**src/core/sepc_pkg.sv**
```systemverilog
// package for the serial eeprom pin-control block
`default_nettype none
package sepc_pkg;
  // ==========================================================
  // timing
  localparam int unsigned SYS_CLK_HZ = 10_000_000;
  localparam int unsigned PROG_TIME_US = 5000;
  localparam int unsigned PROG_CYCLES = (PROG_TIME_US * (SYS_CLK_HZ / 1_000_000));
  localparam int unsigned SYNC_STAGES = 3;
  // ==========================================================
  // byte framing
  localparam int unsigned BYTE_BITS = 8;
  localparam logic [2:0] BIT_CNT_LAST = 3'h7;
  localparam logic [2:0] BIT_CNT_ZERO = 3'h0;
  // ==========================================================
  // instruction codes
  localparam logic [7:0] OP_SET_LATCH = 8'h06;
  localparam logic [7:0] OP_CLR_LATCH = 8'h04;
  localparam logic [7:0] OP_RD_STATUS = 8'h05;
  localparam logic [7:0] OP_WR_STATUS = 8'h01;
  localparam logic [7:0] OP_RD_ARRAY = 8'h03;
  localparam logic [7:0] OP_WR_ARRAY = 8'h02;
  // ==========================================================
  // sequence phases, in bytes after the instruction, and the status protect bit
  localparam logic [3:0] ADDR_BYTES = 4'h2;
  localparam int unsigned SR_PROT_BIT = 7;
  // ==========================================================
  // synchronised pin bundle and write kinds
  typedef struct packed {
    logic sel_n;
    logic sclk;
    logic sdi;
    logic prot_n;
    logic pause_n;
  } sepc_pins_type;
  typedef enum logic [1:0] {
    WR_NONE,
    WR_ARRAY,
    WR_STATUS
  } sepc_wr_kind_type;
endpackage : sepc_pkg
`default_nettype wire

```
**src/core/sepc_core.sv**
```systemverilog
// pin-level control of a serial eeprom slave
`default_nettype none
// Summary of operation
// respond only while select is low
// select high means deselected and standby
// started programming always runs to completion
// standby deferred until programming finishes
// output floats at once on deselect
// select rising after valid write starts programming
// ignore sequences until select seen low
// sample input on serial clock rising edge
// change output after serial clock falling edge
// protect pin low and enable refuse status
// protect pin high allows everything
// low protect pin cancels status write
// protect pin cannot abort started write
// enable bit clear ignores protect pin
// pause low suspends and keeps sequence
// pause taken only with clock low
// master keeps select low while paused
// paused pins float and are ignored
// resume only with clock low
// master keeps pause high when unused
// commit only if select rises at byte boundary
// completed write clears write enable latch
// programming is configurable busy interval
module sepc_core
  import sepc_pkg::*;
#(
  parameter int unsigned PROG_LEN = PROG_CYCLES
) (
  // clock, reset, enable
  input wire logic i_sys_clk,
  input wire logic i_srst,
  input wire logic i_ce,
  // serial pins
  input wire logic i_sel_n,
  input wire logic i_sclk,
  input wire logic i_sdi,
  output logic o_sdo,
  output logic o_sdo_oe,
  input wire logic i_prot_n,
  input wire logic i_pause_n,
  // read data in; status flags and received write bytes out
  input wire logic [7:0] i_rd_data,
  output logic o_standby,
  output logic o_busy,
  output logic o_write_enable_latch,
  output logic o_protect_pin_enable_bit,
  output logic o_paused,
  output logic o_prog_start,
  output logic [7:0] o_wr_byte,
  output logic o_wr_byte_vld
);
  sepc_pins_type pins;
  // ==========================================================
  // synchronisers
  sepc_sync #(.RESET_VAL(1'b1)) u_sync_sel (
    .i_sys_clk(i_sys_clk), .i_srst(i_srst), .i_ce(i_ce),
    .i_pin(i_sel_n), .o_level(pins.sel_n));
  sepc_sync #(.RESET_VAL(1'b0)) u_sync_sclk (
    .i_sys_clk(i_sys_clk), .i_srst(i_srst), .i_ce(i_ce),
    .i_pin(i_sclk), .o_level(pins.sclk));
  sepc_sync #(.RESET_VAL(1'b0)) u_sync_sdi (
    .i_sys_clk(i_sys_clk), .i_srst(i_srst), .i_ce(i_ce),
    .i_pin(i_sdi), .o_level(pins.sdi));
  sepc_sync #(.RESET_VAL(1'b1)) u_sync_prot (
    .i_sys_clk(i_sys_clk), .i_srst(i_srst), .i_ce(i_ce),
    .i_pin(i_prot_n), .o_level(pins.prot_n));
  sepc_sync #(.RESET_VAL(1'b1)) u_sync_pause (
    .i_sys_clk(i_sys_clk), .i_srst(i_srst), .i_ce(i_ce),
    .i_pin(i_pause_n), .o_level(pins.pause_n));

  // ==========================================================
  // edges and selection state
  logic sclk_d_reg;
  logic sel_n_d_reg;
  logic armed_reg;
  logic paused_reg;
  logic sclk_rise;
  logic sclk_fall;
  logic sel_rise;
  logic selected;
  logic active;
  logic prog_busy;
  logic prog_done;
  logic start_prog;

  assign sclk_rise = pins.sclk & ~sclk_d_reg;
  assign sclk_fall = ~pins.sclk & sclk_d_reg;
  assign sel_rise = pins.sel_n & ~sel_n_d_reg;
  assign selected = ~pins.sel_n & armed_reg;
  assign active = selected & ~paused_reg;

  always_ff @(posedge i_sys_clk) begin
    if (i_srst) begin
      sclk_d_reg <= 1'b0;
      sel_n_d_reg <= 1'b1;
    end else if (i_ce) begin
      sclk_d_reg <= pins.sclk;
      sel_n_d_reg <= pins.sel_n;
    end
  end

  // power-up: a low select must be seen first
  always_ff @(posedge i_sys_clk) begin
    if (i_srst) begin
      armed_reg <= 1'b0;
    end else if (i_ce && pins.sel_n && !sel_n_d_reg) begin
      armed_reg <= 1'b1;
    end else if (i_ce && !pins.sel_n && !armed_reg && sel_n_d_reg) begin
      armed_reg <= 1'b0;
    end
  end
  // a select already low at release does not arm; the master must raise it first

  // ==========================================================
  // pause: entered and resumed only while serial clock is low; deselect clears it at any clock level
  always_ff @(posedge i_sys_clk) begin
    if (i_srst) begin
      paused_reg <= 1'b0;
    end else if (i_ce) begin
      if (!selected) begin
        paused_reg <= 1'b0;
      end else if (!paused_reg && !pins.pause_n) begin
        if (!pins.sclk) begin
          paused_reg <= 1'b1;
        end
      end else if (paused_reg && pins.pause_n && !pins.sclk) begin
        paused_reg <= 1'b0;
      end
    end
  end
  // with clock high the pause waits for the clock to fall, which the
  // low-clock test above catches in the same cycle that sclk_fall is seen

  // ==========================================================
  // serial receive
  logic [7:0] shift_reg;
  logic [2:0] bit_cnt_reg;
  logic [3:0] byte_cnt_reg;
  logic [7:0] opcode_reg;
  logic boundary_reg;
  logic data_seen_reg;
  logic [7:0] wr_byte_reg;
  logic wr_byte_vld_reg;
  logic [7:0] rx_next;

  assign rx_next = {shift_reg[6:0], pins.sdi};

  always_ff @(posedge i_sys_clk) begin
    if (i_srst) begin
      shift_reg <= '0;
      bit_cnt_reg <= BIT_CNT_ZERO;
      byte_cnt_reg <= '0;
      opcode_reg <= '0;
      boundary_reg <= 1'b0;
      data_seen_reg <= 1'b0;
      wr_byte_reg <= '0;
      wr_byte_vld_reg <= 1'b0;
    end else if (i_ce) begin
      wr_byte_vld_reg <= 1'b0;
      if (!selected) begin
        bit_cnt_reg <= BIT_CNT_ZERO;
        byte_cnt_reg <= '0;
        boundary_reg <= 1'b0;
        data_seen_reg <= 1'b0;
      end else if (active && sclk_rise) begin
        shift_reg <= rx_next;
        bit_cnt_reg <= bit_cnt_reg + 1'b1;
        boundary_reg <= (bit_cnt_reg == BIT_CNT_LAST);
        if (bit_cnt_reg == BIT_CNT_LAST) begin
          if (byte_cnt_reg == '0) begin
            opcode_reg <= rx_next;
          end else if (byte_cnt_reg > ADDR_BYTES ||
                       opcode_reg == OP_WR_STATUS) begin
            data_seen_reg <= 1'b1;
            wr_byte_reg <= rx_next;
            wr_byte_vld_reg <= 1'b1;
          end
          if (byte_cnt_reg != 4'hf) begin
            byte_cnt_reg <= byte_cnt_reg + 1'b1;
          end
        end
      end
    end
  end

  // ==========================================================
  // write launch and protection
  logic wel_reg;
  logic ppe_reg;
  logic pend_ppe_reg;
  logic sr_blocked_reg;
  logic valid_wr;
  logic hw_protect;

  assign hw_protect = ppe_reg & ~pins.prot_n;
  assign valid_wr = boundary_reg & data_seen_reg & wel_reg & ~prog_busy;
  assign start_prog = sel_rise & armed_reg & valid_wr & (opcode_reg == OP_WR_ARRAY ||
                      (opcode_reg == OP_WR_STATUS && !sr_blocked_reg));

  // with the enable bit set, a low protect pin at any point after the instruction byte of a status sequence cancels it
  always_ff @(posedge i_sys_clk) begin
    if (i_srst) begin
      sr_blocked_reg <= 1'b0;
    end else if (i_ce) begin
      if (!selected) begin
        sr_blocked_reg <= 1'b0;
      end else if (hw_protect && opcode_reg == OP_WR_STATUS && byte_cnt_reg != '0) begin
        sr_blocked_reg <= 1'b1;
      end
    end
  end

  always_ff @(posedge i_sys_clk) begin
    if (i_srst) begin
      wel_reg <= 1'b0;
    end else if (i_ce) begin
      if (prog_done) begin
        wel_reg <= 1'b0;
      end else if (sel_rise && armed_reg && boundary_reg && byte_cnt_reg == 4'h1 &&
                   !prog_busy) begin
        if (opcode_reg == OP_SET_LATCH) begin
          wel_reg <= 1'b1;
        end else if (opcode_reg == OP_CLR_LATCH) begin
          wel_reg <= 1'b0;
        end
      end
    end
  end

  // the enable bit changes only when its own status write completes
  always_ff @(posedge i_sys_clk) begin
    if (i_srst) begin
      ppe_reg <= 1'b0;
      pend_ppe_reg <= 1'b0;
    end else if (i_ce) begin
      if (start_prog && opcode_reg == OP_WR_STATUS) begin
        pend_ppe_reg <= 1'b1;
        ppe_reg <= ppe_reg;
      end
      if (start_prog && opcode_reg == OP_WR_STATUS) begin
        pend_ppe_reg <= wr_byte_reg[SR_PROT_BIT];
      end else if (prog_done) begin
        ppe_reg <= pend_ppe_reg;
      end
    end
  end

  sepc_prog_timer #(.CYCLES(PROG_LEN)) u_timer (
    .i_sys_clk(i_sys_clk),
    .i_srst(i_srst),
    .i_ce(i_ce),
    .i_start(start_prog),
    .o_busy(prog_busy),
    .o_done(prog_done)
  );

  // ==========================================================
  // serial transmit
  logic [7:0] tx_reg;
  logic sdo_reg;
  logic sdo_oe_reg;
  logic reading;

  assign reading = (opcode_reg == OP_RD_STATUS) ||
                   (opcode_reg == OP_RD_ARRAY && byte_cnt_reg > ADDR_BYTES);

  always_ff @(posedge i_sys_clk) begin
    if (i_srst) begin
      tx_reg <= '0;
      sdo_reg <= 1'b0;
    end else if (i_ce && active && sclk_fall && reading && byte_cnt_reg != '0) begin
      if (bit_cnt_reg == BIT_CNT_ZERO) begin
        sdo_reg <= i_rd_data[7];
        tx_reg <= {i_rd_data[6:0], 1'b0};
      end else begin
        sdo_reg <= tx_reg[7];
        tx_reg <= {tx_reg[6:0], 1'b0};
      end
    end
  end

  // driver floats as soon as a high select, or a low pause with the clock low, is seen
  always_ff @(posedge i_sys_clk) begin
    if (i_srst) begin
      sdo_oe_reg <= 1'b0;
    end else if (i_ce) begin
      sdo_oe_reg <= active && reading && byte_cnt_reg != '0 &&
                    !(pins.sel_n) && !(!pins.pause_n && !pins.sclk);
    end
  end

  // ==========================================================
  // status outputs
  logic standby_reg;
  logic paused_out_reg;
  logic prog_start_reg;
  always_ff @(posedge i_sys_clk) begin
    if (i_srst) begin
      standby_reg <= 1'b1;
      paused_out_reg <= 1'b0;
      prog_start_reg <= 1'b0;
    end else if (i_ce) begin
      standby_reg <= pins.sel_n & ~prog_busy & ~start_prog;
      paused_out_reg <= paused_reg;
      prog_start_reg <= start_prog;
    end
  end

  assign o_sdo = sdo_reg;
  assign o_sdo_oe = sdo_oe_reg;
  assign o_standby = standby_reg;
  assign o_busy = prog_busy;
  assign o_write_enable_latch = wel_reg;
  assign o_protect_pin_enable_bit = ppe_reg;
  assign o_paused = paused_out_reg;
  assign o_prog_start = prog_start_reg;
  assign o_wr_byte = wr_byte_reg;
  assign o_wr_byte_vld = wr_byte_vld_reg;
endmodule : sepc_core
`default_nettype wire

```
**src/core/sepc_sync.sv**
```systemverilog
// three-stage pin synchroniser with agreement check
`default_nettype none
module sepc_sync
  import sepc_pkg::*;
#(
  parameter logic RESET_VAL = 1'b1
) (
  // clock and control
  input wire logic i_sys_clk,
  input wire logic i_srst,
  input wire logic i_ce,
  // pin
  input wire logic i_pin,
  output logic o_level
);
  logic meta_reg;
  logic s2_reg;
  logic s3_reg;
  logic level_reg;
  // ==========================================================
  // first stage only feeds the second
  always_ff @(posedge i_sys_clk) begin
    if (i_srst) begin
      meta_reg <= RESET_VAL;
      s2_reg <= RESET_VAL;
      s3_reg <= RESET_VAL;
    end else if (i_ce) begin
      meta_reg <= i_pin;
      s2_reg <= meta_reg;
      s3_reg <= s2_reg;
    end
  end
  // change counts once stages two and three agree
  always_ff @(posedge i_sys_clk) begin
    if (i_srst) begin
      level_reg <= RESET_VAL;
    end else if (i_ce && (s2_reg == s3_reg)) begin
      level_reg <= s3_reg;
    end
  end
  assign o_level = level_reg;
endmodule : sepc_sync
`default_nettype wire

```
**src/core/sepc_prog_timer.sv**
```systemverilog
// self-timed programming interval counter
`default_nettype none
module sepc_prog_timer
  import sepc_pkg::*;
#(
  parameter int unsigned CYCLES = PROG_CYCLES
) (
  // clock and control
  input wire logic i_sys_clk,
  input wire logic i_srst,
  input wire logic i_ce,
  // start and status
  input wire logic i_start,
  output logic o_busy,
  output logic o_done
);
  localparam int unsigned CW = $clog2(CYCLES + 1);
  localparam logic [CW-1:0] LOAD = CW'(CYCLES - 1);
  logic [CW-1:0] cnt_reg;
  logic busy_reg;
  logic done_reg;
  // ==========================================================
  // once started the count ignores every pin
  always_ff @(posedge i_sys_clk) begin
    if (i_srst) begin
      cnt_reg <= '0;
      busy_reg <= 1'b0;
      done_reg <= 1'b0;
    end else if (i_ce) begin
      done_reg <= 1'b0;
      if (busy_reg) begin
        if (cnt_reg == '0) begin
          busy_reg <= 1'b0;
          done_reg <= 1'b1;
        end else begin
          cnt_reg <= cnt_reg - 1'b1;
        end
      end else if (i_start) begin
        busy_reg <= 1'b1;
        cnt_reg <= LOAD;
      end
    end
  end
  assign o_busy = busy_reg;
  assign o_done = done_reg;
endmodule : sepc_prog_timer
`default_nettype wire

```
**config.mk**
```make
export PLATFORM = sky130hd
export DESIGN_NAME = sepc_core
export DESIGN_NICKNAME = d
export VERILOG_FILES = /design/src/core/sepc_pkg.sv /design/src/core/sepc_core.sv /design/src/core/sepc_sync.sv /design/src/core/sepc_prog_timer.sv
export SDC_FILE = /design/constraint.sdc
export NUM_CORES = 1
export LEC_CHECK = 0
export ABC_CLOCK_PERIOD_IN_PS = 2000
export BUFFER_PORTS_ARGS = -buffer_cell sky130_fd_sc_hd__buf_2
export CAP_MARGIN = 15
export CORE_UTILIZATION = 54
export DETAILED_ROUTE_END_ITERATION = 8
export PLACE_DENSITY = 0.76
export SKIP_LAST_GASP = 1
export SYNTH_ARGS = -nofsm -noshare
export SYNTH_HDL_FRONTEND = slang
export SYNTH_HIERARCHICAL = 1
export SYNTH_SLANG_ARGS = --single-unit
```
**constraint.sdc**
```tcl
create_clock -name i_sys_clk -period 2 [get_ports i_sys_clk]
set_input_delay 0.1 -clock i_sys_clk [delete_from_list [all_inputs] [get_ports i_sys_clk]]
set_output_delay 0.1 -clock i_sys_clk [all_outputs]
set_load 0.005 [all_outputs]
```
-- Word level (Yosys, flattened, before mapping)
Cells that the tools add are included.
- bits in registers: 92
- bits in latches: 0
- memory bits (writable): 0
- ROM bits: 0
- input bits: 16
- word-level logic and storage cells: 200
- memories kept: 0
- add/sub/neg operators: 3
- $mul: 0
- divide/modulo/power cells: 0
- magnitude comparators: 1
- eq/ne operators: 23
- shift-type cells: 0
- muxes and demuxes: 40
- bitwise logic cells: 24
- reductions and logical operators: 64
- operators by type and width (kind ; count):
    16-bit two-way mux ; 3
    1-bit logical AND ; 32
    1-bit two-way mux ; 30
    8-bit by 3-bit == test with 1-bit output (second input constant) ; 3
    8-bit by 2-bit == test with 1-bit output (second input constant) ; 2
    16-bit logical NOT ; 1
    4-bit two-way mux ; 4
    16-bit by 1-bit subtractor with 16-bit output (second input constant) ; 1
    3-bit AND reduction ; 5
    1-bit AND ; 14
    2-bit by 1-bit != test with 1-bit output (second input constant) ; 5
    1-bit inverter ; 10
    5-bit AND reduction ; 2
    1-bit logical NOT ; 9
    8-bit by 1-bit == test with 1-bit output (second input constant) ; 1
    8-bit two-way mux ; 1
    3-bit two-way mux ; 2
    2-bit AND reduction ; 3
    6-bit AND reduction ; 1
    2-bit nonzero test ; 3
    1-bit == test ; 5
    4-bit by 1-bit adder with 4-bit output (second input constant) ; 1
    4-bit by 1-bit == test with 1-bit output (second input constant) ; 1
    4-bit by 2-bit greater-than comparator with 1-bit output (second input constant) ; 1
    other kinds (12) ; 15

-- Depth between registers and ports, before layout
Gate-level depths: netlist (run 1).
- depth in word-level cells: 8
- depth in mapped cells: 7

-- By module
The synthesis (run 1) kept the hierarchy.
- by module, submodules not included (module ; times used ; cells each ; area an instance (um^2)):
    sepc_core ; 1 ; 273 ; 2433.6
    sepc_prog_timer ; 1 ; 123 ; 1053.5
    sepc_sync (u_sync_pause ...) ; 3 ; 15 ; 147.6
    sepc_sync (u_sync_sclk ...) ; 2 ; 16 ; 171.4

-- Worst setup path after synthesis (run 1)
OpenSTA, ideal clock, no wires.
- path type: register to register
- start point: register opcode_reg[7]
- end point: register u_timer.cnt_reg[10]
- library setup time: 0.132 ns
- data arrival time: 2.020 ns
- data required time: 1.868 ns
- path slack: -0.153 ns
- cell stages (with the launch flop): 8
- buffers on the path: 0
- cell sequence: dfxtp_1 > or4_4 > nor3_1 > and3_1 > o21ai_0 > or3_2 > o221ai_1 > a21oi_1
- longest elaborated chain between the ends: 6
- RTL lines (element ; RTL line ; source):
    start: declaration ; sepc_core.sv:142 ; logic [7:0] opcode_reg;
    start signal: assignment ; sepc_core.sv:174 ; opcode_reg <= rx_next;
    8-bit by 1-bit == test with 1-bit output ; sepc_core.sv:201 ; (opcode_reg == OP_WR_STATUS && !sr_blocked_reg));
    1-bit logical AND ; sepc_core.sv:201 ;
    1-bit logical OR * ; sepc_core.sv:200 ; assign start_prog = sel_rise & armed_reg & valid_wr & (opcode_reg == OP_WR_ARRAY ||
    1-bit AND * ; sepc_core.sv:200 ;
    named net start_prog ; sepc_core.sv:87 ; logic start_prog;
    2-bit nonzero test (no line) * ; -- ;
    3-bit AND reduction (no line) * ; -- ;
    end signal: assignment ; sepc_prog_timer.sv:36 ; cnt_reg <= cnt_reg - 1'b1;
    end: declaration ; sepc_prog_timer.sv:19 ; logic [CW-1:0] cnt_reg;
Mark *: on every way through the listed nets, which the timed path passes. The rest lies on a longest branch.
A chain may end at the register's enable or synchronous reset.

-- Worst setup path in the final report (run 1)
- start point: register opcode_reg[6]
- end point: register u_timer.cnt_reg[3]
The elaborated chain is that of the path after synthesis.

==> summary.txt, run 1 <==
Timing
  – Setup-failing EPs final: 22
  – Final worst setup slack: -0.107 ns
  – Final Hold Vio Count: 0
  – Worst-Margin Slew: 0.502 ns
  – Final period util: 1.05
  – Max-slew violations: 0
  – Clock skew: between 0.008 and 0.009 ns
  – Max Fclk: 475 MHz
  – Tmin final: 2.11 ns
  – RSZ-0062 raised after global routing: yes
  – Hold_ws: 0.115 ns
  – Slew margin rel.: 0.664

Yosys
  – Largest family of logic cells by synthesized area: simple AND/OR/NAND/NOR gates
  – Syn. warnings: 6
  – Synth Cell Area: between 4000 and 5000 um^2
  – XOR/XNOR Fraction of Synth Area: 0
  – Register bit total from synthesis: 91
  – Complex-gate fraction of the synthesized area: 0.176
  – Post-Synth Adder-Cell Area: 0.0234
  – Top_reg_cell synth: dfxtp_1
  – Sequential share of the synthesized area: 0.426
  – Mean area per synthesized cell: 9.03 um^2
  – Net Count, Synth: 497
  – EDFF count, synth: 0
  – Asr flop ratio synth: 0
  – Multiplexer area fraction after synthesis: 0.104
  – Post-synthesis cell count: 473
  – Synthesized-area fraction occupied by and/or/nand/nor cells: 0.232
  – Netlist cell types: 69

Worst hold path
  – Min-Delay Endpoint: tx_reg[6]
  – Hold Crit Depth: 4
  – Hold Crit Start: i_rd_data[5]
  – Hold crit path type: input pin to flip-flop

Setup path
  – Worst setup SP type: flip-flop
  – FF-to-FF Start: opcode_reg[6]
  – R2R Path End: u_timer/cnt_reg[3]
  – CP arrival: roughly 2.4 ns
  – Worst Reg2Reg Path Length in Cells: 9
  – Worst EP required: 2.28 ns
  – Reg-to-reg setup timing slack: -0.11 ns
  – CP max FO: 6
  – Crit. End Element: flip-flop
  – Critical path class: flip-flop to flip-flop

Power
  – PwrDens: 625 nW/um^2
  – Leak: 0.00221 uW
  – Peak supply drop: 583 uV

GRT
  – Total GRT Usage: 0.243
  – Number of global-route vias before repair: about 3500
  – Largest net degree at the start of global routing: 85
  – Overflow after GRT: 0
  – Initial antenna violation count: 0
  – First-pass GRT wire length: 16300 um

Job
  – Max Cap Viol: 0

Cells and area
  – Fin util: 0.684
  – Share of cells above drive strength 1: 0.262
  – Antenna cells: 0
  – Max reg flops: 16
  – Layout area overhead: 23.0%
  – Fin area: 5260 um^2
  – Most common cell after layout, fill and taps aside: dfxtp_1
  – Final-stage net count: approximately 570
  – # fillers: 601
  – Most frequent cells in the layout: dfxtp_1 (89), nand2_1 (54), nor2_1 (42), a21oi_1 (38), buf_4 (37)

CTS
  – H-tree levels: 3
  – Clock Pin Slew Worst Setup and Hold Paths: about 0.090 ns
  – Clk buf depth: 2
  – Clock sinks: 91
  – Clock Latency Late Sink: 0.37 ns
  – CTS buffer count: 9
  – Clk Tree Root Cell: clkbuf_8
  – CTS tree: done

Floorplan
  – IO Pins: 33
  – Core area: 7690 um^2
  – Rows: 32
  – DIE HEIGHT: 91.0 um
  – Full die area: 8270 um^2
  – Die X: between 90 and 100 um
  – Initial core utilization: 0.556

Place
  – # port buffers: 32
  – Area post-placement: 4830 um^2
  – Gpl congestion: 0.925
  – DP HPWL: 6330 um

Routing
  – Final ANT Viol Nets: 0
  – Violation count after the first detailed-route iteration: ~240
  – Remaining DRCs: 0
  – WL final: 9730 um
  – Vias: 3757
  – Router iterations before antenna repair: 5
  – Wire length per cell: 14.8 um
  – Routed vias/inst: 5.73

Status
  – Status: complete, but fails checks
  – Failing checks: setup timing
==> layout make-up <==
| type | count | area, um^2 | area share |
|---|---|---|---|
| Multi-Input combinational cell | 346 | 2420 | 0.460 |
| Sequential cell | 91 | 1820 | 0.347 |
| Tap cell | 102 | 128 | 0.0243 |
| Timing Repair Buffer | 84 | 626 | 0.119 |
| Inverter | 17 | 63.8 | 0.0121 |
| Clock buffer | 10 | 128 | 0.0243 |
| Clock inverter | 6 | 72.6 | 0.0138 |
==> cell usage after synthesis (all sizes together), types with 8 or more instances <==
master / count / area [um^2]
nor2: 44 / 165
nand2b: 10 / 62.6
a211o: 8 / 71.3
o21ai: 17 / 96.4
clkbuf: 12 / 47.6
nand3: 17 / 90.1
or3: 8 / 58.8
inv: 17 / 63.8
a211oi: 8 / 65.1
nor2b: 18 / 128
dfxtp: 91 / 1820
ha: 8 / 100
mux2i: 34 / 340
a21oi: 44 / 224
nand2: 55 / 206
==> routing by layer <==
layer | vias to the layer above | track usage | wire [um]
met5 | - | 0 | 0
met4 | 0 | 0.0820 | 145
met3 | 13 | 0.0528 | 575
met2 | 121 | 0.382 | 4480
met1 | 1764 | 0.332 | 4520
li1 | 1859 | - | -
==> power breakdown <==
group	switching (uW)	internal, uW
combinational	87.8	67.8
clock	694	592
sequential	14.9	1830
total	796	2490
==> critical path, cell delays in order, from the launching register on <==
cell and delay (ns):
dfxtp_2 0.33, or4_4 0.57, nor3_4 0.22, and3_4 0.23, o21ai_4 0.07, buf_6 0.13
a21oi_4 0.13, buf_6 0.15, nor2_2 0.03, a211oi_1 0.16
==> worst max path at each step <==
stage	start	endpoint	cells past startpoint
2_1_floorplan	opcode_reg[7]	o_sdo	5
3_3_place_gp	opcode_reg[7]	tx_reg[3]	4
3_5_place_dp	opcode_reg[7]	o_sdo	4
4_1_cts	opcode_reg[7]	u_timer/cnt_reg[3]	9
5_1_grt	opcode_reg[6]	u_timer/cnt_reg[2]	9
6_report	opcode_reg[6]	u_timer/cnt_reg[3]	9
==> cells by family (layout without fill, tap and decap cells) <==
family | count (synthesis) | count (layout)
DFF | 91 | 91
muxes | 41 | 41
and+or+nand+nor | 187 | 187
buffers and inverters | 36 | 117
adders and majority gates | 8 | 8
AOI/OAI and AO/OA | 110 | 110
==> per-stage QoR <==
stage / TNS [ns] / setup slack, ns / std cells / total power (uW)
floorplan: 0 / 0.000429 / 473 / 1970
global placement: -1.02 / -0.111 / 629 / 2030
detailed placement: -1.69 / -0.154 / 629 / 2030
CTS: -0.380 / -0.0421 / 652 / 3310
global route: -2.94 / -0.198 / 656 / 3410
finish: -1.46 / -0.107 / 656 / 3290
==> repair_timing <==
item	4_1_cts	5_1_grt
hold buffers	6	0
pin swaps	3	14
gates resized for setup	11	22
endpoints found under the hold margin	6	0
buffers inserted	1	4
endpoints found under the setup margin	17	31
No activity file was read; power rests on OpenSTA's default activity.
==> run 2, diff against run 1 <==
- SETUP_SLACK_MARGIN: not set -> 0.15
==> run 2 against run 1 <==
Net effect: the flow still finishes with violations (setup timing); via count rose by 0.35%; first-iteration DRC count is 11% lower; sequential power about the same; wire length increased by 4.7%; register-to-register slack gained 0.06 ns; clock skew is 0.0079 ns higher; count of clock-buffer cells in the layout is 1 higher; power is 4.8% lower; largest cell class unchanged.
==> summary.txt, run 2 (same netlist as run 1, synthesis figures left out) <==
Status
  – Status: complete, but fails checks
  – Failing checks: setup timing

Place
  – DP HPWL: 6540 um
  – Area post-placement: around 4800 um^2
  – Gpl congestion: 0.838
  – # port buffers: 32
  – Post-place setup slack: -0.103 ns

Power
  – Peak supply drop: between 400 and 500 uV
  – PwrDens: approximately 600 nW/um^2
  – Leak: 0.00219 uW
  – Power, Total: 3130 uW

GRT
  – Met3 usage: 0.0419
  – GR Layer Usage met1: 0.316
  – Overflow after GRT: 0
  – Busiest grt layer: met2
  – Total GRT Usage: 0.252
  – Largest net degree at the start of global routing: 85
  – GRT met2 Usage: 0.420
  – First-pass GRT wire length: ~17000 um
  – Initial antenna violation count: 0
  – Number of global-route vias before repair: 3555

Cells and area
  – Antenna cells: 0
  – Layout area overhead: 21.6%
  – Final-stage net count: 569
  – Most common cell after layout, fill and taps aside: dfxtp_1
  – Share of cells above drive strength 1: 0.249
  – Max reg flops: 16
  – Fin area: roughly 5200 um^2
  – Most frequent cells in the layout: dfxtp_1 (89), nand2_1 (54), nor2_1 (43), a21oi_1 (42)

Timing
  – Max-slew violations: 0
  – Max Fclk: 489 MHz
  – Slew margin rel.: 0.645
  – Setup-failing EPs final: 9
  – RSZ-0062 raised after global routing: yes
  – Final worst setup slack: -0.0445 ns
  – Tmin final: between 2 and 2.5 ns
  – Clock skew: 0.0166 ns
  – Final period util: 1.02
  – Setup TNS: -0.272 ns
  – Worst-Margin Slew: ~0.53 ns
  – Final Hold Vio Count: 0

Setup path
  – Worst path top cell family by delay: simple AND/OR/NAND/NOR gates
  – Crit. End Element: flip-flop
  – Cell Chain, Critical Path: or4_4, nor3_4, and3_4, o21ai_4, or3_4, o221ai_2, a21oi_1
  – CP max FO: 5
  – FF-to-FF Start: opcode_reg[7]
  – Critical path origin: opcode_reg[7]
  – Worst EP required: roughly 2.2 ns
  – Slowest-stage cell, CP: or4_4
  – Critical path class: flip-flop to flip-flop
  – Worst setup SP type: flip-flop
  – Critical path buffers and inverters: 0
  – Largest stage delay, worst path: 0.56 ns
  – CP arrival: 2.28 ns

Floorplan
  – Full die area: a little over 8000 um^2
  – Die X: 91.0 um
  – DIE HEIGHT: 91.0 um
  – IO Pins: 33
  – Rows: 32
  – Core area: between 7000 and 8000 um^2
  – Initial core utilization: 0.556

Routing
  – Routed vias/inst: 5.78
  – Wire length per cell: 15.6 um
  – Violation count after the first detailed-route iteration: 216
  – Vias: about 3800
  – Router iterations before antenna repair: 4
  – Remaining DRCs: 0
  – Final ANT Viol Nets: 0
  – WL final: 10200 um

CTS
  – Clock sinks: 91
  – Clock Pin Slew Worst Setup and Hold Paths: about 0.090 ns
  – CTS tree: done
  – H-tree levels: 3
  – Clock Latency Late Sink: 0.37 ns
  – Clk buf depth: 2
  – CTS buffer count: 9
  – Clk Tree Root Cell: clkbuf_8

Job
  – Max Cap Viol: 0

Worst hold path
  – Hold Crit Start: i_rd_data[3]
  – Hold crit path type: input pin to flip-flop
[run 2: cell count changes in the layout (fill, tap and decap cells not counted), sizes merged]
cell and change:
buf -5, clkinv +3, inv -2, a21oi +1, bufinv -1, clkbuf +1, clkinvlp -1
[run 2: final cells by class]
cell class,instances,area (um^2)
Sequential cell,91,1820
Timing Repair Buffer,79,581
Clock inverter,5,28.8
Tap cell,102,128
Clock buffer,11,141
Inverter,17,63.8
Multi-Input combinational cell,347,2430
Fill cell,620,2490
[run 2: worst paths after layout]
kind,depth (start not counted),end,slack [ns]
setup / recovery,7,u_timer/cnt_reg[10],-0.04
hold / removal,4,tx_reg[4],0.11
setup reg to reg,7,u_timer/cnt_reg[10],-0.04
hold reg to reg,2,o_wr_byte[5],0.46
[run 2: metrics by stage]
stage	hold WS [ns]	util	instances
5_1_grt	0.140	0.676	652
2_1_floorplan	0.172	-	473
3_5_place_dp	0.317	0.619	620
6_report	0.115	0.676	652
3_3_place_gp	0.307	0.619	620
4_1_cts	0.111	0.671	651
[run 2: tightest hold or removal path: stages]
cell	delay [ns]
buf_2	0.08
mux2i_1	0.06
nor2_1	0.08
mux2_4	0.14
[run 2: power breakdown]
group	switching, uW	leakage, uW	total [uW]	internal [uW]
registers	16.0	0.000737	1850	1830
clock network	648	0.0000928	1130	480
logic	87.5	0.00136	156	68.1
[run 2: timing repair]
action,CTS,global route
buffers inserted,8,1
pin swaps,11,8
gates resized for setup,17,8
gates cloned,1,0
endpoints found under the setup margin,27,44
endpoints found under the hold margin,6,0
hold buffers,6,0
[run 2: metal layers]
| layer | wire length [um] | share of wire |
|---|---|---|
| met5 | 0 | 0 |
| met4 | 210 | 0.021 |
| met1 | 4610 | 0.45 |
| met2 | 4850 | 0.48 |
| met3 | 520 | 0.051 |
